[src/design/aux_clk_pkg.sv]
// Shared constants, types and decoders for the auxiliary clock divider block.
// Assumes one system clock; divided and source clocks travel as one-cycle tick enables.
package aux_clk_pkg;

  localparam int NUM_AUX = 2;
  localparam int RATIO_W = 8;
  localparam int SEL_W   = 3;
  localparam int ADDR_W  = 12;

  // Source selector codes
  localparam logic [SEL_W-1:0] SRC_RC_OSC  = 3'h0;
  localparam logic [SEL_W-1:0] SRC_CRYSTAL = 3'h1;
  localparam logic [SEL_W-1:0] SRC_SDPLL = 3'h3;
  localparam logic [SEL_W-1:0] SEL_RESET = 3'h0;

  // Register byte offsets
  localparam logic [ADDR_W-1:0] AUX_SEL_BASE   = 12'h000;
  localparam logic [ADDR_W-1:0] AUX_CFG_BASE   = 12'h010;
  localparam logic [ADDR_W-1:0] PIN_A_CFG      = 12'h020;
  localparam logic [ADDR_W-1:0] PIN_B_CFG      = 12'h024;
  localparam logic [ADDR_W-1:0] OUT_CHOICE     = 12'h028;
  localparam logic [ADDR_W-1:0] PENDING_FLAGS  = 12'h02C;
  localparam logic [ADDR_W-1:0] HANG_STATUS    = 12'h030;
  localparam logic [ADDR_W-1:0] WORD_STRIDE    = 12'h004;

  // Field positions
  localparam int GATE_BIT      = 31;
  localparam int RATIO_LSB     = 0;
  localparam int PIN_A_SEL_LSB = 0;
  localparam int PIN_B_SEL_LSB = 8;
  localparam int PEND_A_BIT    = 17;
  localparam int PEND_B_BIT    = 22;
  localparam int HANG_PIN_LSB  = 8;

  // Cycles a clock-output ratio, gate or source change stays pending
  localparam logic [3:0] UPD_CYCLES = 4'h4;

  // Ratio code that divides by two and carries the hang hazard
  localparam logic [RATIO_W-1:0] RATIO_DIV2 = 8'h01;

  typedef struct packed {
    logic               gate;
    logic [RATIO_W-1:0] ratio;
  } div_cfg_type;

  typedef struct packed {
    logic rc_osc;
    logic crystal;
    logic sdpll;
  } src_ticks_type;

  typedef enum logic [1:0] {
    TRACK_ST,
    HUNG_ST,
    AWAY_ST
  } recov_state_type;

  localparam div_cfg_type CFG_RESET = '{gate: 1'b0, ratio: 8'h00};

  function automatic logic pick_source(input logic [SEL_W-1:0] sel,
                                       input src_ticks_type    t);
    logic tick;
    tick = 1'b0;
    if (sel == SRC_RC_OSC) begin
      tick = t.rc_osc;
    end else if (sel == SRC_CRYSTAL) begin
      tick = t.crystal;
    end else if (sel == SRC_SDPLL) begin
      tick = t.sdpll;
    end
    return tick;
  endfunction : pick_source

  function automatic logic hazard_source(input logic [SEL_W-1:0] sel);
    return (sel == SRC_CRYSTAL) || (sel == SRC_SDPLL);
  endfunction : hazard_source

endpackage : aux_clk_pkg

[src/design/clk_ratio_divider.sv]
// Ratio divider with output gate and a stuck state for the divide-by-2 case.
// Assumes src_tick, hang_event and recover are on clk; rst is power-on reset.
`timescale 1ns/1ps
`default_nettype none
module clk_ratio_divider (
  // Clock and power-on reset
  input  wire logic                    clk,
  input  wire logic                    rst,
  // Input clock and configuration
  input  wire logic                    src_tick,
  input  wire aux_clk_pkg::div_cfg_type cfg,
  // Hang control
  input  wire logic                    hang_event,
  input  wire logic                    recover,
  // Divided clock and state
  output var  logic                    out_tick,
  output var  logic                    stuck
);

  logic [aux_clk_pkg::RATIO_W-1:0] count;

  always_ff @(posedge clk or posedge rst) begin
    if (rst) begin
      count    <= '0;
      out_tick <= 1'b0;
    end else begin
      out_tick <= 1'b0;
      if (!cfg.gate || stuck) begin
        count <= '0;
      end else if (src_tick) begin
        if (count >= cfg.ratio) begin
          count    <= '0;
          out_tick <= 1'b1;
        end else begin
          count <= count + 8'h01;
        end
      end
    end
  end

  // Hang beats a recovery in the same cycle
  always_ff @(posedge clk or posedge rst) begin
    if (rst) begin
      stuck <= 1'b0;
    end else if (hang_event && cfg.ratio == aux_clk_pkg::RATIO_DIV2) begin
      stuck <= 1'b1;
    end else if (recover) begin
      stuck <= 1'b0;
    end
  end

endmodule : clk_ratio_divider
`default_nettype wire

[src/design/aux_source_mux.sv]
// Auxiliary source selector and switch-away-and-back recovery detector.
// Assumes settled is high once the warm reset sequence has finished.
`timescale 1ns/1ps
`default_nettype none
module aux_source_mux (
  // Clock and power-on reset
  input  wire logic                            clk,
  input  wire logic                            rst,
  // Source ticks and selection
  input  wire aux_clk_pkg::src_ticks_type       ticks,
  input  wire logic [aux_clk_pkg::SEL_W-1:0]    sel,
  // Divider state and warm reset status
  input  wire logic                            stuck,
  input  wire logic                            settled,
  // Results
  output var  logic                            sel_tick,
  output var  logic                            recover
);

  aux_clk_pkg::recov_state_type state;
  logic [aux_clk_pkg::SEL_W-1:0] home;

  assign sel_tick = aux_clk_pkg::pick_source(sel, ticks);

  always_ff @(posedge clk or posedge rst) begin
    if (rst) begin
      state   <= aux_clk_pkg::TRACK_ST;
      home    <= aux_clk_pkg::SEL_RESET;
      recover <= 1'b0;
    end else begin
      recover <= 1'b0;
      unique case (state)
        aux_clk_pkg::TRACK_ST: begin
          home <= sel;
          if (stuck) begin
            state <= aux_clk_pkg::HUNG_ST;
          end
        end
        aux_clk_pkg::HUNG_ST: begin
          // Switching during the reset sequence does not count
          if (settled && sel != home) begin
            state <= aux_clk_pkg::AWAY_ST;
          end
        end
        aux_clk_pkg::AWAY_ST: begin
          if (settled && sel == home) begin
            recover <= 1'b1;
            state   <= aux_clk_pkg::TRACK_ST;
          end
        end
        default: begin
          state <= aux_clk_pkg::TRACK_ST;
        end
      endcase
    end
  end

endmodule : aux_source_mux
`default_nettype wire

[src/design/aux_clock_divider_recovery.sv]
// Auxiliary and clock-output dividers with source selection, APB registers,
// update-pending flags and the divide-by-2 hang, with recovery for the auxiliary dividers only.
// Assumes source ticks, glitch and reset events come from logic on clk.
// rst is the power-on reset; warm_reset marks a non-power-on reset sequence.
`timescale 1ns/1ps
`default_nettype none
module aux_clock_divider_recovery (
  // Clock and power-on reset
  input  wire logic                                  clk,
  input  wire logic                                  rst,
  // APB slave
  input  wire logic                                  psel,
  input  wire logic                                  penable,
  input  wire logic                                  pwrite,
  input  wire logic [aux_clk_pkg::ADDR_W-1:0]         paddr,
  input  wire logic [31:0]                           pwdata,
  output var  logic [31:0]                           prdata,
  output var  logic                                  pready,
  output var  logic                                  pslverr,
  // Source clock ticks
  input  wire aux_clk_pkg::src_ticks_type             source_ticks,
  // Disturbance events
  input  wire logic                                  crystal_glitch,
  input  wire logic                                  pll_glitch,
  input  wire logic                                  warm_reset,
  input  wire logic                                  phase_reset,
  // Divided clocks
  output var  logic [aux_clk_pkg::NUM_AUX-1:0]        aux_clock_tick,
  output var  logic                                  clock_output_pin_a,
  output var  logic                                  clock_output_pin_b
);

  // Register state
  logic [aux_clk_pkg::SEL_W-1:0] aux_source_select [aux_clk_pkg::NUM_AUX];
  aux_clk_pkg::div_cfg_type      aux_divider_config [aux_clk_pkg::NUM_AUX];
  aux_clk_pkg::div_cfg_type      pin_divider_config [2];
  logic [1:0]                    clock_output_source_choice [2];
  logic [3:0]                    pend_count [2];
  logic [1:0]                    divider_update_pending_flags;

  // Event and status wiring
  logic                          warm_reset_q;
  logic                          warm_rise;
  logic                          access_done;
  logic                          write_done;
  logic [aux_clk_pkg::NUM_AUX-1:0] aux_stuck;
  logic [aux_clk_pkg::NUM_AUX-1:0] aux_tick_w;
  logic [1:0]                    pin_stuck;
  logic [1:0]                    pin_tick_w;
  logic [1:0]                    pin_cfg_write;
  logic [1:0]                    choice_change;
  logic [1:0]                    next_choice [2];
  logic [31:0]                   read_word;
  logic                          addr_hit;

  assign access_done = psel && penable && pready;
  assign write_done  = access_done && pwrite && addr_hit;
  assign warm_rise   = warm_reset && !warm_reset_q;

  function automatic logic is_aux_sel(input logic [aux_clk_pkg::ADDR_W-1:0] a,
                                      input int idx);
    return a == aux_clk_pkg::AUX_SEL_BASE
                + aux_clk_pkg::WORD_STRIDE * idx[aux_clk_pkg::ADDR_W-1:0];
  endfunction : is_aux_sel

  function automatic logic is_aux_cfg(input logic [aux_clk_pkg::ADDR_W-1:0] a,
                                      input int idx);
    return a == aux_clk_pkg::AUX_CFG_BASE
                + aux_clk_pkg::WORD_STRIDE * idx[aux_clk_pkg::ADDR_W-1:0];
  endfunction : is_aux_cfg

  function automatic logic [31:0] cfg_word(input aux_clk_pkg::div_cfg_type c);
    logic [31:0] w;
    w = 32'h0000_0000;
    w[aux_clk_pkg::GATE_BIT] = c.gate;
    w[aux_clk_pkg::RATIO_LSB +: aux_clk_pkg::RATIO_W] = c.ratio;
    return w;
  endfunction : cfg_word

  function automatic aux_clk_pkg::div_cfg_type word_cfg(input logic [31:0] w);
    aux_clk_pkg::div_cfg_type c;
    c.gate  = w[aux_clk_pkg::GATE_BIT];
    c.ratio = w[aux_clk_pkg::RATIO_LSB +: aux_clk_pkg::RATIO_W];
    return c;
  endfunction : word_cfg

  // Address decode and read mux
  always_comb begin
    addr_hit  = 1'b0;
    read_word = 32'h0000_0000;
    for (int i = 0; i < aux_clk_pkg::NUM_AUX; i++) begin
      if (is_aux_sel(paddr, i)) begin
        addr_hit = 1'b1;
        read_word[aux_clk_pkg::SEL_W-1:0] = aux_source_select[i];
      end
      if (is_aux_cfg(paddr, i)) begin
        addr_hit  = 1'b1;
        read_word = cfg_word(aux_divider_config[i]);
      end
    end
    if (paddr == aux_clk_pkg::PIN_A_CFG) begin
      addr_hit  = 1'b1;
      read_word = cfg_word(pin_divider_config[0]);
    end
    if (paddr == aux_clk_pkg::PIN_B_CFG) begin
      addr_hit  = 1'b1;
      read_word = cfg_word(pin_divider_config[1]);
    end
    if (paddr == aux_clk_pkg::OUT_CHOICE) begin
      addr_hit = 1'b1;
      read_word[aux_clk_pkg::PIN_A_SEL_LSB +: 2] = clock_output_source_choice[0];
      read_word[aux_clk_pkg::PIN_B_SEL_LSB +: 2] = clock_output_source_choice[1];
    end
    if (paddr == aux_clk_pkg::PENDING_FLAGS) begin
      addr_hit = 1'b1;
      read_word[aux_clk_pkg::PEND_A_BIT] = divider_update_pending_flags[0];
      read_word[aux_clk_pkg::PEND_B_BIT] = divider_update_pending_flags[1];
    end
    if (paddr == aux_clk_pkg::HANG_STATUS) begin
      addr_hit = 1'b1;
      read_word[aux_clk_pkg::NUM_AUX-1:0] = aux_stuck;
      read_word[aux_clk_pkg::HANG_PIN_LSB +: 2] = pin_stuck;
    end
  end

  // APB handshake: one wait state, answer registered
  always_ff @(posedge clk or posedge rst) begin
    if (rst) begin
      pready  <= 1'b0;
      pslverr <= 1'b0;
      prdata  <= 32'h0000_0000;
    end else begin
      pready  <= 1'b0;
      pslverr <= 1'b0;
      if (psel && penable && !pready) begin
        pready  <= 1'b1;
        pslverr <= !addr_hit;
        prdata  <= (pwrite || !addr_hit) ? 32'h0000_0000 : read_word;
      end
    end
  end

  always_ff @(posedge clk or posedge rst) begin
    if (rst) begin
      warm_reset_q <= 1'b0;
    end else begin
      warm_reset_q <= warm_reset;
    end
  end

  // Auxiliary selection and configuration registers
  always_ff @(posedge clk or posedge rst) begin
    if (rst) begin
      for (int i = 0; i < aux_clk_pkg::NUM_AUX; i++) begin
        aux_source_select[i]  <= aux_clk_pkg::SEL_RESET;
        aux_divider_config[i] <= aux_clk_pkg::CFG_RESET;
      end
    end else if (write_done) begin
      for (int i = 0; i < aux_clk_pkg::NUM_AUX; i++) begin
        if (is_aux_sel(paddr, i)) begin
          aux_source_select[i] <= pwdata[aux_clk_pkg::SEL_W-1:0];
        end
        if (is_aux_cfg(paddr, i)) begin
          aux_divider_config[i] <= word_cfg(pwdata);
        end
      end
    end
  end

  assign pin_cfg_write[0] = write_done && paddr == aux_clk_pkg::PIN_A_CFG;
  assign pin_cfg_write[1] = write_done && paddr == aux_clk_pkg::PIN_B_CFG;
  assign next_choice[0]   = pwdata[aux_clk_pkg::PIN_A_SEL_LSB +: 2];
  assign next_choice[1]   = pwdata[aux_clk_pkg::PIN_B_SEL_LSB +: 2];

  // Clock-output configuration and source choice
  always_ff @(posedge clk or posedge rst) begin
    if (rst) begin
      for (int i = 0; i < 2; i++) begin
        pin_divider_config[i]         <= aux_clk_pkg::CFG_RESET;
        clock_output_source_choice[i] <= aux_clk_pkg::SEL_RESET[1:0];
      end
    end else begin
      for (int i = 0; i < 2; i++) begin
        if (pin_cfg_write[i]) begin
          pin_divider_config[i] <= word_cfg(pwdata);
        end
        if (write_done && paddr == aux_clk_pkg::OUT_CHOICE) begin
          clock_output_source_choice[i] <= next_choice[i];
        end
      end
    end
  end

  // Auxiliary dividers
  for (genvar g = 0; g < aux_clk_pkg::NUM_AUX; g++) begin : g_aux
    logic sel_tick;
    logic recover;
    logic glitch_hit;
    logic hang_event;

    assign glitch_hit = (aux_source_select[g] == aux_clk_pkg::SRC_CRYSTAL && crystal_glitch)
                     || (aux_source_select[g] == aux_clk_pkg::SRC_SDPLL && pll_glitch);
    // Only crystal or PLL fed dividers are exposed
    assign hang_event = aux_clk_pkg::hazard_source(aux_source_select[g])
                        && (glitch_hit || warm_rise);

    aux_source_mux u_mux (
      .clk      (clk),
      .rst      (rst),
      .ticks    (source_ticks),
      .sel      (aux_source_select[g]),
      .stuck    (aux_stuck[g]),
      .settled  (!warm_reset),
      .sel_tick (sel_tick),
      .recover  (recover)
    );

    clk_ratio_divider u_div (
      .clk        (clk),
      .rst        (rst),
      .src_tick   (sel_tick),
      .cfg        (aux_divider_config[g]),
      .hang_event (hang_event),
      .recover    (recover),
      .out_tick   (aux_tick_w[g]),
      .stuck      (aux_stuck[g])
    );
  end

  // Clock-output dividers
  for (genvar g = 0; g < 2; g++) begin : g_pin
    logic sel_tick;
    logic hang_event;

    assign choice_change[g] = write_done && paddr == aux_clk_pkg::OUT_CHOICE
                              && next_choice[g] != clock_output_source_choice[g];
    assign sel_tick = aux_clk_pkg::pick_source({1'b0, clock_output_source_choice[g]},
                                               source_ticks);
    // Gated-off divider is immune to a source change
    assign hang_event = pin_divider_config[g].gate
                        && (choice_change[g] || phase_reset);

    clk_ratio_divider u_div (
      .clk        (clk),
      .rst        (rst),
      .src_tick   (sel_tick),
      .cfg        (pin_divider_config[g]),
      .hang_event (hang_event),
      .recover    (1'b0),
      .out_tick   (pin_tick_w[g]),
      .stuck      (pin_stuck[g])
    );

    // New write restarts the pending window
    always_ff @(posedge clk or posedge rst) begin
      if (rst) begin
        pend_count[g] <= 4'h0;
      end else if (pin_cfg_write[g] || choice_change[g]) begin
        pend_count[g] <= aux_clk_pkg::UPD_CYCLES;
      end else if (pend_count[g] != 4'h0) begin
        pend_count[g] <= pend_count[g] - 4'h1;
      end
    end

    assign divider_update_pending_flags[g] = pend_count[g] != 4'h0;
  end

  assign aux_clock_tick     = aux_tick_w;
  assign clock_output_pin_a = pin_tick_w[0];
  assign clock_output_pin_b = pin_tick_w[1];

endmodule : aux_clock_divider_recovery
`default_nettype wire

[config.mk]
export PLATFORM = sky130hd
export DESIGN_NAME = aux_clock_divider_recovery
export DESIGN_NICKNAME = d
export VERILOG_FILES = /design/src/design/aux_clk_pkg.sv /design/src/design/clk_ratio_divider.sv /design/src/design/aux_source_mux.sv /design/src/design/aux_clock_divider_recovery.sv
export SDC_FILE = /design/constraint.sdc
export NUM_CORES = 1
export LEC_CHECK = 0
export BUFFER_PORTS_ARGS = -buffer_cell sky130_fd_sc_hd__buf_2
export CAP_MARGIN = 15
export CORE_MARGIN = 2
export CORE_UTILIZATION = 53
export DETAILED_ROUTE_END_ITERATION = 16
export PLACE_DENSITY = 0.77
export SKIP_CTS_REPAIR_TIMING = 1
export SYNTH_ARGS = -nofsm -noshare
export SYNTH_HDL_FRONTEND = slang
export SYNTH_HIERARCHICAL = 1
export SYNTH_SLANG_ARGS = --single-unit
[constraint.sdc]
create_clock -name clk -period 1.85 [get_ports clk]
set_input_delay 0.185 -clock clk [delete_from_list [all_inputs] [get_ports clk]]
set_output_delay 0.185 -clock clk [all_outputs]
set_load 0.01 [all_outputs]
==> impl_metrics.py <==
metrics = {
    "run_status": {
        "status": "finished with violations",
        "violations": "setup timing",
    },
    "cts": {
        "clockRootBuffer": "clkbuf_16",
        "clock_latency_ns": 0.42,
        "clk_path_buf_depth": 2,
        "cts_made_buffers": 17,
        "cts_tree": "built",
        "clk_pin_slew_ns": 0.05,
        "clock_sinks": 122,
        "htree_levels": 4,
    },
    "floorplan": {
        "core_area_sq_mm": 0.0138,
        "die_w_microns": 123,
        "start_util_pct": 54.2,
        "row_count": 43,
        "die_height_microns": 123,
        "ios": 94,
        "die_area_sq_mm": 0.0151,
    },
    "power": {
        "power_density_mw_per_mm2": 787,
        "p_leak_nw": 4.35,
        "p_total_mw": 7.51,
        "p_seq_share_pct": 39.8,
        "p_int_mw": 5.68,
        "swShare_pct": 24.3,
        "power.clock.fraction_pct": 49.7,
        "power.combinational.fraction_pct": 10.5,
        "irDropWorstVdd_mv": 0.637,
        "switching_power_mw": 1.83,
    },
    "drt": {
        "antenna_left": 0,
        "vias": 6286,
        "via_per_inst": 5.92,
        "first_iter_violations": 550,
        "drc": 0,
        "wire_per_inst_microns": 19.2,
        "wirelength_mm": 20.4,
        "dr.pass1.iters": 5,
    },
    "sta": {
        "max_freq_mhz": 519,
        "rsz0062_at_grt": "yes",
        "relSlewSlack_pct": 61.9,
        "fin_worst_skew_ns": 0.00641,
        "worst_pin_slew_ns": 0.566,
        "timing.final.crit_share_pct": 104,
        "min_period_ns": 1.93,
        "setup_viol": 13,
        "slew_viol_final": 0,
        "fin_ws_ns": -0.0783,
        "finalHoldViolCount": 0,
    },
    "yosys": {
        "seq_area_frac_synth_pct": 40.8,
        "synth.avg_cell_area_sq_um": 10.4,
        "syn-cell-area_sq_mm": 0.00749,
        "synth_edf_count": 0,
        "synth_seq_cells": 122,
        "async_reset_ff_share_pct": 100,
        "syn_inst": 719,
        "synthFlopType": "dfrtp_1",
        "ys_warn_count": 6,
        "synth_cell_types": 62,
    },
    "critical_path": {
        "crit_required_ns": 2.15,
        "worst-setup-path-type": "in -> reg",
        "critical_path_arrival_ns": 2.23,
        "start_kind": "input pin",
        "worst_setup_path_end_kind": "register",
        "cp_max_fo": 5,
    },
    "global_routing": {
        "grt.overflow.total": 0,
        "grt_pass1_vias": 6206,
        "antenna_found_initial": 0,
        "grt_util_all_layers_pct": 27.0,
        "grt_max_degree": 71,
        "grt_pass1_wl_mm": 31.2,
    },
    "cells_and_area": {
        "fin_nets": 964,
        "finalNonFillerCells": 1062,
        "syn2layout_area_growth_pct": 27.4,
        "drive_above_1_share_pct": 36.2,
        "fin_area_sq_mm": 0.00955,
        "insertedDiodeCount": 0,
    },
    "flow_run": {
        "maxCapViolCount": 0,
    },
    "place": {
        "port_buffers": 53,
        "place_area_sq_mm": 0.00842,
        "dpl.hpwl_mm": 14.3,
        "gp_congestion": 0.925,
        "dp.cells": 1005,
    },
    "worst_hold_path": {
        "hold_class": "in -> reg",
    },
}
synthesized netlist by cell type (all sizes together), types with 5 or more instances:
cell	n	area [sq um]
a211oi	19	223
a21o	12	95.1
a21oi	17	85.1
a31oi	5	56.3
and3	12	95.1
buf	33	236
clkbuf	6	22.5
dfrtp	122	3050
ha	39	488
inv	59	221
mux2	53	631
mux2i	12	120
nand2	43	161
nand2b	13	81.3
nand3	28	160
nand4	10	62.6
nor2	40	150
nor2b	15	93.8
nor3	18	95.1
nor3b	10	100
nor4	12	100
nor4b	7	61.3
o2111ai	8	70.1
o21a	5	37.5
o21ai	36	225
o221ai	8	70.1
o22ai	7	43.8
or3	6	37.5
xnor2	24	210
per-stage QoR:
stage / hold slack, ns / setup slack [ns] / utilization (%) / TNS [ns]
3_3_place_gp: 0.240 / -0.491 / 60.9 / -23.58
5_1_grt: 0.0308 / -0.109 / 69.0 / -1.65
2_1_floorplan: -0.0240 / -0.390 / - / -12.32
4_1_cts: -0.200 / -0.0925 / 65.7 / -1.34
6_report: 0.0537 / -0.0783 / 69.0 / -0.670
3_5_place_dp: 0.251 / -0.533 / 60.9 / -25.41
per-layer routing:
layer,part of all wire [%],GRT usage [%]
met1,41,33.3
met2,51,45.9
met3,5.2,5.44
met4,3.0,11.8
met5,0,0
sequential cells by signal (all words and copies together) (netlist names):
register and cells:
aux_divider_config 18, aux_source_select 6, clock_output_source_choice 4, g_aux.u_div/count 16, g_aux.u_div/out_tick 2, g_aux.u_div/stuck 2
g_aux.u_mux/home 6, g_aux.u_mux/recover 2, g_aux.u_mux/state 4, g_pin.u_div/count 16, g_pin.u_div/out_tick 2, g_pin.u_div/stuck 2
pend_count 8, pin_divider_config 18, prdata 13, pready 1, pslverr 1, warm_reset_q 1
path summary, 6_finish.rpt:
kind                       slack, ns                       endpoint                    from  depth (start not counted)
min reg2reg                     0.42           g_aux[0].u_div/stuck  g_aux[0].u_mux/recover                          1
min in group asynchronous       0.37         g_aux[1].u_mux/recover                     rst                          3
max reg2reg                    -0.06         pin_divider_config[15]                  pready                          5
max in group asynchronous       0.98          aux_divider_config[3]                     rst                          4
min                             0.05  clock_output_source_choice[1]               pwdata[9]                          2
max                            -0.08         pin_divider_config[15]                paddr[1]                          6
power by group through the flow:
| stage | logic (mW) | clock network [mW] | registers, mW |
|---|---|---|---|
| after CTS | 0.775 | 3.79 | 2.98 |
| after floorplan | 0.575 | 0 | 2.97 |
| after global placement | 0.713 | 0 | 3.01 |
| final | 0.787 | 3.73 | 2.99 |
| after detailed placement | 0.759 | 0 | 3.03 |
| after global routing | 0.886 | 3.91 | 3.02 |
kinds of logic after synthesis:
group                      count (synthesis)  share of synthesized area (%)
muxes                                     65                           10.0
adders and majority gates                 39                           6.51
xor gates and xnor gates                  28                           3.27
AOI/OAI and AO/OA                        141                           15.7
buffers and inverters                     98                           6.41
DFF                                      122                           40.8
and+or+nand+nor                          225                           17.3
other                                      1                         0.0501
placed cells by master (no fill, tap or decap), types with 7 or more instances in the layout:
| cell | instances |
|---|---|
| o2111ai_1 | 7 |
| a211oi_2 | 17 |
| o22ai_1 | 7 |
| mux2_4 | 14 |
| nor2b_1 | 14 |
| conb_1 | 21 |
| xnor2_1 | 24 |
| nand2b_1 | 13 |
| inv_1 | 54 |
| ha_4 | 8 |
| mux2i_1 | 12 |
| nand4_1 | 10 |
| buf_4 | 87 |
| ha_1 | 31 |
| nand3_1 | 21 |
| clkbuf_16 | 17 |
| nor2_1 | 40 |
| o21ai_1 | 18 |
| a21o_1 | 8 |
| dfrtp_1 | 121 |
| nor3_1 | 14 |
| buf_2 | 53 |
| nand2_1 | 43 |
| and3_1 | 8 |
| o21ai_0 | 13 |
| a21oi_1 | 17 |
| o221ai_1 | 8 |
| mux2_2 | 39 |
layout make-up:
class	instances	area (sq um)
inverter	59	225
tap	180	225
sequential	122	3050
clock inverter	10	188
clock buffer	22	484
multi-input combinational	520	4340
timing repair buffer	149	1030
fill	955	4280
worst max-delay path: stages:
cell,delay [ns]
buf_2,0.10
or4_4,0.56
or4_4,0.56
or3_4,0.37
buf_6,0.15
mux2_4,0.30
Note: power is estimated with default switching activity, not from simulation.
